==> config.mk <==
export PLATFORM = sky130hd
export DESIGN_NAME = pos_top
export DESIGN_NICKNAME = d
export VERILOG_FILES = /design/src/common/pos_pkg.sv /design/src/verilog/pos_port.sv /design/src/verilog/pos_top.sv
export VERILOG_INCLUDE_DIRS = /design/src /design/src/common
export SDC_FILE = /design/constraint.sdc
export NUM_CORES = 1
export LEC_CHECK = 0
export BUFFER_PORTS_ARGS = -buffer_cell sky130_fd_sc_hd__buf_4
export CORE_MARGIN = 3
export CORE_UTILIZATION = 30
export CTS_CLUSTER_DIAMETER = 200
export DETAILED_ROUTE_END_ITERATION = 7
export GPL_TIMING_DRIVEN = 0
export HOLD_SLACK_MARGIN = 0.02
export PLACE_DENSITY = 0.6
export RECOVER_POWER = 25
export SLEW_MARGIN = 20
export SYNTH_ARGS = -nofsm -noshare
export SYNTH_HDL_FRONTEND = slang
export SYNTH_SLANG_ARGS = --single-unit
==> constraint.sdc <==
create_clock -name clk -period 2 [get_ports clk]
set_input_delay 0.1 -clock clk [delete_from_list [all_inputs] [get_ports clk]]
set_output_delay 0.1 -clock clk [all_outputs]
set_load 0.1 [all_outputs]
==> src/common/pos_defines.svh <==
// constants for the port overcurrent sense block
// Notes on behaviour
// - while a port is powered its shared pin is sampled continuously.
// - low held for the configured minimum width flags an overcurrent.
// - two low groups inside the rolling window flag an overcurrent.
// - after power on the pin is ignored for the lockout time.
// - minimum width in bits 3:0, 0 to 15 ms, reset 5 ms.
// - window length is eight bits in 1 ms units.
// - window register resets to 20 ms, 8'h14.
// - lockout is eight bits in 1 ms units; events inside it are dropped.
// - lockout register resets to 10 ms, 8'h0a.
// - power off drives the pin low and turns the pull-up off.
// - power on releases the driver and turns the pull-up on.
// - a low on the powered pin counts as an overcurrent sign.
// - in ganged mode only port 0's pin is sensed, and an overcurrent on it flags every port.
`ifndef POS_DEFINES_SVH
`define POS_DEFINES_SVH
`define POS_NPORT 6
`define POS_CLK_HZ 10000000
`define POS_TICK_MS 1
`define POS_TICK_CYCLES (`POS_CLK_HZ / 1000 * `POS_TICK_MS)
`define POS_IDX_LOCKOUT 16'h30e1
`define POS_IDX_MINW 16'h30ea
`define POS_IDX_WINDOW 16'h30eb
`define POS_IDX_CTRL 16'h3100
`define POS_IDX_STATUS 16'h3101
`define POS_IDX_MASK 16'h3102
`define POS_IDX_STATE 16'h3103
`define POS_ADDR_LOCKOUT 16'(`POS_IDX_LOCKOUT * 4)
`define POS_ADDR_MINW 16'(`POS_IDX_MINW * 4)
`define POS_ADDR_WINDOW 16'(`POS_IDX_WINDOW * 4)
`define POS_ADDR_CTRL 16'(`POS_IDX_CTRL * 4)
`define POS_ADDR_STATUS 16'(`POS_IDX_STATUS * 4)
`define POS_ADDR_MASK 16'(`POS_IDX_MASK * 4)
`define POS_ADDR_STATE 16'(`POS_IDX_STATE * 4)
`define POS_LOCKOUT_RST 8'h0a
`define POS_MINW_RST 4'h5
`define POS_WINDOW_RST 8'h14
`define POS_CTRL_GANG_BIT 8
`define POS_RESP_OKAY 2'b00
`define POS_RESP_SLVERR 2'b10
`endif

==> src/common/pos_pkg.sv <==
// types for the port overcurrent sense block
package pos_pkg;
    typedef struct packed {
        logic [3:0] min_width;
        logic [7:0] window;
        logic [7:0] lockout;
    } pos_cfg_s;
    typedef enum logic [1:0] {
        ST_OFF = 2'b00,
        ST_LOCK = 2'b01,
        ST_SENSE = 2'b10
    } pos_state_e;
endpackage : pos_pkg

==> src/verilog/pos_port.sv <==
// per port lockout, single and double pulse overcurrent detector
`timescale 1ns/1ps
`include "pos_defines.svh"
module pos_port (
    // clock and reset
    input wire logic clk,
    input wire logic srst,
    // timebase and settings
    input wire logic tick,
    input wire pos_pkg::pos_cfg_s cfg,
    // port side
    input wire logic pwr_en,
    input wire logic low,
    output logic oc_det
);
    pos_pkg::pos_state_e st_q, st_d;
    logic [7:0] lock_q, lock_d;
    logic [3:0] low_ms_q, low_ms_d;
    logic [7:0] win_q, win_d;
    logic prev_q, prev_d;
    logic det_q, det_d;

    always_comb begin
        st_d = st_q;
        lock_d = lock_q;
        low_ms_d = 4'h0;
        win_d = 8'h00;
        prev_d = low;
        det_d = 1'b0;
        unique case (st_q)
            pos_pkg::ST_OFF: begin
                if (pwr_en) begin
                    st_d = pos_pkg::ST_LOCK;
                    lock_d = cfg.lockout;
                end
            end
            pos_pkg::ST_LOCK: begin
                if (!pwr_en) begin
                    st_d = pos_pkg::ST_OFF;
                end else if (tick) begin
                    if (lock_q <= 8'h01) begin
                        st_d = pos_pkg::ST_SENSE;
                    end
                    lock_d = (lock_q == 8'h00) ? 8'h00 : lock_q - 8'h01;
                end
            end
            pos_pkg::ST_SENSE: begin
                if (!pwr_en) begin
                    st_d = pos_pkg::ST_OFF;
                end else begin
                    low_ms_d = low_ms_q;
                    win_d = win_q;
                    if (!low) begin
                        low_ms_d = 4'h0;
                    end else if (tick && low_ms_q != 4'hf) begin
                        low_ms_d = low_ms_q + 4'h1;
                    end
                    if (win_q != 8'h00 && tick) begin
                        win_d = win_q - 8'h01;
                    end
                    if (!low && prev_q) begin
                        win_d = cfg.window;
                    end
                    if (low && low_ms_q >= cfg.min_width) begin
                        det_d = 1'b1;
                    end
                    if (low && !prev_q && win_q != 8'h00) begin
                        det_d = 1'b1;
                    end
                    if (det_d) begin
                        low_ms_d = 4'h0;
                        win_d = 8'h00;
                    end
                end
            end
            default: st_d = pos_pkg::ST_OFF;
        endcase
    end

    always_ff @(posedge clk) begin
        if (srst) begin
            st_q <= pos_pkg::ST_OFF;
            lock_q <= 8'h00;
            low_ms_q <= 4'h0;
            win_q <= 8'h00;
            prev_q <= 1'b0;
            det_q <= 1'b0;
        end else begin
            st_q <= st_d;
            lock_q <= lock_d;
            low_ms_q <= low_ms_d;
            win_q <= win_d;
            prev_q <= prev_d;
            det_q <= det_d;
        end
    end

    assign oc_det = det_q;
endmodule : pos_port

==> src/verilog/pos_top.sv <==
// port power control and overcurrent sense with axi4-lite registers
//
// Design decision made here: the AXI4-Lite slave port.
`timescale 1ns/1ps
`include "pos_defines.svh"
module pos_top #(
    parameter int TICK_CYCLES = `POS_TICK_CYCLES
) (
    // clock and reset
    input wire logic clk,
    input wire logic srst,
    // axi4-lite write address and data
    input wire logic [15:0] s_axi_awaddr,
    input wire logic s_axi_awvalid,
    output logic s_axi_awready,
    input wire logic [31:0] s_axi_wdata,
    input wire logic [3:0] s_axi_wstrb,
    input wire logic s_axi_wvalid,
    output logic s_axi_wready,
    // axi4-lite write response
    output logic [1:0] s_axi_bresp,
    output logic s_axi_bvalid,
    input wire logic s_axi_bready,
    // axi4-lite read
    input wire logic [15:0] s_axi_araddr,
    input wire logic s_axi_arvalid,
    output logic s_axi_arready,
    output logic [31:0] s_axi_rdata,
    output logic [1:0] s_axi_rresp,
    output logic s_axi_rvalid,
    input wire logic s_axi_rready,
    // port power sense pins
    input wire logic [`POS_NPORT-1:0] port_power_sense_pin_i,
    output logic [`POS_NPORT-1:0] port_power_sense_pin_o,
    output logic [`POS_NPORT-1:0] port_power_sense_pin_oe,
    output logic [`POS_NPORT-1:0] pullup_en,
    // interrupt
    output logic irq
);
    localparam int N = `POS_NPORT;

    // millisecond timebase
    logic [15:0] tick_cnt_q, tick_cnt_d;
    logic tick_q, tick_d;

    always_comb begin
        tick_d = (tick_cnt_q == 16'h0000);
        tick_cnt_d = tick_d ? 16'(TICK_CYCLES - 1) : tick_cnt_q - 16'h0001;
    end

    always_ff @(posedge clk) begin
        if (srst) begin
            tick_cnt_q <= 16'h0000;
            tick_q <= 1'b0;
        end else begin
            tick_cnt_q <= tick_cnt_d;
            tick_q <= tick_d;
        end
    end

    // configuration, control and status registers
    pos_pkg::pos_cfg_s cfg_q, cfg_d;
    logic [N-1:0] en_q, en_d;
    logic gang_q, gang_d;
    logic [N-1:0] status_q, status_d;
    logic [N-1:0] mask_q, mask_d;
    logic irq_q, irq_d;
    logic [N-1:0] irq_src;
    logic [N-1:0] det;
    logic [N-1:0] set;
    logic [N-1:0] pwr_eff;

    // pin drive and input synchroniser
    logic [N-1:0] pwr_q;
    logic [N-1:0] pin_o_q, pin_oe_q, pullup_q;
    logic [N-1:0] pin_oe_d, pullup_d;
    logic [N-1:0] sync1_q, sync2_q, sync3_q, level_q, level_d;
    logic [N-1:0] low;

    always_comb begin
        pwr_eff = gang_q ? {N{en_q[0]}} : en_q;
        pin_oe_d = ~pwr_eff;
        pullup_d = pwr_eff;
        level_d = level_q;
        for (int i = 0; i < N; i++) begin
            if (sync2_q[i] == sync3_q[i]) begin
                level_d[i] = sync3_q[i];
            end
        end
        for (int i = 0; i < N; i++) begin
            low[i] = gang_q ? !level_q[0] : !level_q[i];
        end
    end

    always_ff @(posedge clk) begin
        if (srst) begin
            pwr_q <= '0;
            pin_o_q <= '0;
            pin_oe_q <= '1;
            pullup_q <= '0;
            sync1_q <= '1;
            sync2_q <= '1;
            sync3_q <= '1;
            level_q <= '1;
        end else begin
            pwr_q <= pwr_eff;
            pin_o_q <= '0;
            pin_oe_q <= pin_oe_d;
            pullup_q <= pullup_d;
            sync1_q <= port_power_sense_pin_i;
            sync2_q <= sync1_q;
            sync3_q <= sync2_q;
            level_q <= level_d;
        end
    end

    // one detector per port
    for (genvar g = 0; g < N; g++) begin : g_port
        pos_port u_port (
            .clk(clk),
            .srst(srst),
            .tick(tick_q),
            .cfg(cfg_q),
            .pwr_en(pwr_q[g] & pullup_q[g]),
            .low(low[g]),
            .oc_det(det[g])
        );
    end

    // axi4-lite slave state
    logic awready_q, awready_d, wready_q, wready_d;
    logic aw_full_q, aw_full_d, w_full_q, w_full_d;
    logic [15:0] aw_addr_q, aw_addr_d;
    logic [31:0] w_data_q, w_data_d;
    logic [3:0] w_strb_q, w_strb_d;
    logic bvalid_q, bvalid_d;
    logic [1:0] bresp_q, bresp_d;
    logic arready_q, arready_d, rvalid_q, rvalid_d;
    logic [31:0] rdata_q, rdata_d;
    logic [1:0] rresp_q, rresp_d;
    logic aw_take, w_take, wr_do, ar_take;
    logic [N-1:0] clr;

    always_comb begin
        aw_take = s_axi_awvalid && awready_q;
        w_take = s_axi_wvalid && wready_q;
        ar_take = s_axi_arvalid && arready_q;
        wr_do = aw_full_q && w_full_q && !bvalid_q;
        aw_addr_d = aw_take ? s_axi_awaddr : aw_addr_q;
        w_data_d = w_take ? s_axi_wdata : w_data_q;
        w_strb_d = w_take ? s_axi_wstrb : w_strb_q;
        aw_full_d = (aw_full_q && !wr_do) || aw_take;
        w_full_d = (w_full_q && !wr_do) || w_take;
        awready_d = !aw_full_d;
        wready_d = !w_full_d;
        bvalid_d = (bvalid_q && !s_axi_bready) || wr_do;
        bresp_d = bresp_q;
        rvalid_d = (rvalid_q && !s_axi_rready) || ar_take;
        arready_d = !rvalid_d;
        rdata_d = rdata_q;
        rresp_d = rresp_q;
        cfg_d = cfg_q;
        en_d = en_q;
        gang_d = gang_q;
        mask_d = mask_q;
        clr = '0;
        if (wr_do) begin
            bresp_d = `POS_RESP_OKAY;
            unique case (aw_addr_q)
                `POS_ADDR_LOCKOUT: begin
                    if (w_strb_q[0]) begin
                        cfg_d.lockout = w_data_q[7:0];
                    end
                end
                `POS_ADDR_MINW: begin
                    if (w_strb_q[0]) begin
                        cfg_d.min_width = w_data_q[3:0];
                    end
                end
                `POS_ADDR_WINDOW: begin
                    if (w_strb_q[0]) begin
                        cfg_d.window = w_data_q[7:0];
                    end
                end
                `POS_ADDR_CTRL: begin
                    if (w_strb_q[0]) begin
                        en_d = w_data_q[N-1:0];
                    end
                    if (w_strb_q[1]) begin
                        gang_d = w_data_q[`POS_CTRL_GANG_BIT];
                    end
                end
                `POS_ADDR_MASK: begin
                    if (w_strb_q[0]) begin
                        mask_d = w_data_q[N-1:0];
                    end
                end
                `POS_ADDR_STATUS, `POS_ADDR_STATE: begin
                end
                default: bresp_d = `POS_RESP_SLVERR;
            endcase
        end
        if (ar_take) begin
            rresp_d = `POS_RESP_OKAY;
            unique case (s_axi_araddr)
                `POS_ADDR_LOCKOUT: rdata_d = {24'h000000, cfg_q.lockout};
                `POS_ADDR_MINW: rdata_d = {28'h0000000, cfg_q.min_width};
                `POS_ADDR_WINDOW: rdata_d = {24'h000000, cfg_q.window};
                `POS_ADDR_CTRL: rdata_d = {23'h000000, gang_q, 2'b00, en_q};
                `POS_ADDR_STATUS: begin
                    rdata_d = {26'h0000000, status_q};
                    clr = status_q;
                end
                `POS_ADDR_MASK: rdata_d = {26'h0000000, mask_q};
                `POS_ADDR_STATE: rdata_d = {18'h00000, pwr_q, 2'b00, level_q};
                default: begin
                    rdata_d = 32'h00000000;
                    rresp_d = `POS_RESP_SLVERR;
                end
            endcase
        end
        set = gang_q ? {N{|det}} : det;
        status_d = (status_q & ~clr) | set;
        irq_src = status_q & mask_q;
        irq_d = |irq_src;
    end

    always_ff @(posedge clk) begin
        if (srst) begin
            awready_q <= 1'b0;
            wready_q <= 1'b0;
            aw_full_q <= 1'b0;
            w_full_q <= 1'b0;
            aw_addr_q <= 16'h0000;
            w_data_q <= 32'h00000000;
            w_strb_q <= 4'h0;
            bvalid_q <= 1'b0;
            bresp_q <= `POS_RESP_OKAY;
            arready_q <= 1'b0;
            rvalid_q <= 1'b0;
            rdata_q <= 32'h00000000;
            rresp_q <= `POS_RESP_OKAY;
            cfg_q.lockout <= `POS_LOCKOUT_RST;
            cfg_q.min_width <= `POS_MINW_RST;
            cfg_q.window <= `POS_WINDOW_RST;
            en_q <= '0;
            gang_q <= 1'b0;
            status_q <= '0;
            mask_q <= '0;
            irq_q <= 1'b0;
        end else begin
            awready_q <= awready_d;
            wready_q <= wready_d;
            aw_full_q <= aw_full_d;
            w_full_q <= w_full_d;
            aw_addr_q <= aw_addr_d;
            w_data_q <= w_data_d;
            w_strb_q <= w_strb_d;
            bvalid_q <= bvalid_d;
            bresp_q <= bresp_d;
            arready_q <= arready_d;
            rvalid_q <= rvalid_d;
            rdata_q <= rdata_d;
            rresp_q <= rresp_d;
            cfg_q <= cfg_d;
            en_q <= en_d;
            gang_q <= gang_d;
            status_q <= status_d;
            mask_q <= mask_d;
            irq_q <= irq_d;
        end
    end

    assign s_axi_awready = awready_q;
    assign s_axi_wready = wready_q;
    assign s_axi_bvalid = bvalid_q;
    assign s_axi_bresp = bresp_q;
    assign s_axi_arready = arready_q;
    assign s_axi_rvalid = rvalid_q;
    assign s_axi_rdata = rdata_q;
    assign s_axi_rresp = rresp_q;
    assign port_power_sense_pin_o = pin_o_q;
    assign port_power_sense_pin_oe = pin_oe_q;
    assign pullup_en = pullup_q;
    assign irq = irq_q;
endmodule : pos_top

==> results.py <==
metrics = {
    "power": {
        "power.density_nw_per_um2": 805,
        "vdd.ir_drop.worst_mv": 0.572,
        "power_leakage_nw": 6.83,
    },
    "clock_tree": {
        "clk_latency_ns": 0.52,
        "cts_buffers": 34,
        "path_clk_slew_ns": 0.06,
        "cts_tree": "done",
        "htreeDepth": 2,
        "clockBufferDepth": 3,
        "numClockSinks": 287,
        "root_buffer": "clkbuf_16",
    },
    "logic_synthesis": {
        "synth_common_cells": "dfxtp_1 (287), nor2_1 (218), nand2_1 (187), a21oi_1 (102), o21ai_0 (78)",
        "ys_seq_area_share_pct": 40.2,
        "yosys.area.top_type": "dfxtp_1",
        "synthArstFlopShare_pct": 0,
        "ys_seq_elements": 287,
        "ys_types": 63,
        "synth_edf_count": 0,
        "synth_most_common_cell": "dfxtp_1",
        "synth_top_area_share_pct": 40.2,
        "synth.area.top_cells": "dfxtp_1 (40%), nor2_1 (5.7%), ha_1 (5.4%)",
        "syn-mean-instance-area_um2": 8.27,
        "synth_area_um2": 14300,
        "ys_warn_count": 0,
        "synth_cells": 1726,
        "ys.flop_type": "dfxtp_1",
    },
    "layout": {
        "post-route-util_pct": 37.9,
        "syn_to_final_growth_pct": 24.2,
        "drive_gt1_share_pct": 15.8,
        "fillers": 4735,
        "nNetsFinal": 2064,
        "fin_cells": 2555,
    },
    "placed_design": {
        "dpl.hpwl_mm": 30.7,
        "dp_cells": 2447,
        "gp_congestion": 0.924,
        "port_buffers": 89,
        "dpl_worst_slack_ns": -1.18,
    },
    "route": {
        "final_antenna_net_count": 0,
        "vias": 13200,
        "firstDrtPassIters": 5,
        "first_iter_violations": 749,
        "drc": 0,
        "routed_wl_mm": 44.1,
        "wl_per_cell_um": 17.3,
        "viasPerCell": 5.18,
    },
    "floorplanning": {
        "fp.dieH_um": 224,
        "std_cell_rows": 79,
        "io_pins": 141,
        "dieArea_um2": 50200,
        "fp.dieW_um": 224,
        "start_util_pct": 30.5,
        "core_um2": 46800,
    },
    "critical_path": {
        "arrival_ns": 2.59,
        "start_kind": "flip-flop",
        "r2r_cells": 5,
        "endpoint_kind": "flip-flop",
        "ff2ff_setup_slack_ns": -0.23,
        "worstPathMaxFanout": 3,
        "crit_required_ns": 2.37,
        "path_class": "reg -> reg",
    },
    "run": {
        "maxCapViolCount": 0,
    },
    "status": {
        "status": "finished with violations",
        "violations": "negative setup slack",
    },
    "global_routing": {
        "grt_pass1_wl_mm": 69.3,
        "grt.overflow.total": 0,
        "grt_util_all_layers_pct": 17.0,
        "grt_pass1_vias": 13000,
        "antenna_found_initial": 0,
        "grt_max_degree": 14,
    },
    "sta": {
        "period_minus_slack_ns": 2.23,
        "slew_headroom_pct": 30.5,
        "worst_pin_slew_ns": 1.04,
        "final.period_utilization_pct": 111,
        "clock_skew_ns": 0.0240,
        "max_freq_ghz": 0.449,
        "rsz0062_at_grt": "true",
        "hold_viol_final": 0,
        "setup_violations": 47,
        "timing.final.ws_setup_ns": -0.226,
        "slew_violations": 0,
    },
    "min_path": {
        "hold_depth": 4,
        "min_path_type": "in -> reg",
    },
}
sequential cells by signal, summed over array words and instances (netlist names), 2 cells and up:
signal and cells:
status_q 6, sync1_q 6, level_q 6, mask_q 6, sync3_q 6, cfg_q 20
pullup_en 6, w_strb_q 2, g_port.u_port.st_q 12, en_q 6, g_port.u_port.lock_q 48, sync2_q 6
port_power_sense_pin_oe 6, g_port.u_port.low_ms_q 24, g_port.u_port.prev_q 6, aw_addr_q 16, g_port.u_port.win_q 48, g_port.u_port.oc_det 6
s_axi_rdata 14, tick_cnt_q 16, w_data_q 9
critical path: stages, from the launching register on:
cell and delay (ns):
dfxtp_1 0.31, or4b_4 0.56, or4_4 0.58, nor4_2 0.31, mux2i_1 0.26, nor2_1 0.06
cells in the final DEF (no fill, tap or decap), drive strengths merged, types with 20 or more instances in the layout:
cell,count
buf,121
nand2b,27
inv,75
nand2,187
xor2,20
a211oi,63
mux2i,50
dlygate4sd3,36
ha,62
a21oi,102
nand3,53
dfxtp,287
clkbuf,137
conb,26
nor3,55
o21ai,78
a22oi,33
xnor2,37
nor2,218
nor4,25
metrics by stage:
stage / area, um^2 / total power, mW / hold WS [ns] / setup TNS (ns)
5_1_grt: 17700 / 14.8 / 0.0566 / -9.79
6_report: 17700 / 14.3 / 0.0403 / -6.03
3_3_place_gp: 15800 / 7.78 / 0.291 / -94.37
4_1_cts: 17600 / 14.3 / 0.0268 / -3.61
2_1_floorplan: 14400 / 7.33 / 0.204 / -2.60
3_5_place_dp: 15800 / 7.80 / 0.293 / -96.34
routing by layer:
metal / up-vias / routed length [um] / track usage [%]
li1: 6460 / - / -
met1: 6307 / 19400 / 21.6
met2: 363 / 20500 / 29.1
met3: 110 / 2100 / 2.14
met4: 0 / 2060 / 7.59
met5: - / 0 / 0
power by group:
group | internal, mW | switching [mW]
logic | 0.697 | 1.22
registers | 5.90 | 0.193
clock network | 3.73 | 2.54
path summary, 6_finish.rpt:
path / to / start
max: gang_q$_SDFFE_PP0P_ / aw_addr_q[13]$_SDFFE_PP0P_
min reg2reg: sync2_q[1]$_SDFF_PP1_ / sync1_q[1]$_SDFF_PP1_
max reg2reg: gang_q$_SDFFE_PP0P_ / aw_addr_q[13]$_SDFFE_PP0P_
min: aw_addr_q[1]$_SDFFE_PP0P_ / s_axi_awvalid
cells by family after synthesis:
family	share of synthesized area [%]
and+or+nand+nor	24.0
xor gates and xnor gates	3.50
muxes	3.98
buffers and inverters	5.84
DFF	40.2
adders and majority gates	5.43
other	0.0263
AOI/OAI and AO/OA	17.0
layout make-up:
cell class	instances	area [um^2]	area share [%]
clock inverters	16	176	0.994
repair buffers	142	1080	6.07
plain buffers	106	571	3.22
diodes	1	2.50	0.0141
well taps	607	759	4.28
inverters	74	279	1.57
multi-input cells	1276	8170	46.1
flip-flops and latches	287	5760	32.4
clock buffers	46	946	5.33
timing repair:
item                       CTS  global route
setup buffers               13             4
hold buffers                36             0
setup endpoints to repair  184           140
pin swaps                   18             9
hold endpoints to repair    37             0
resized for setup           60            49
Power figures use the tool's default switching activity.
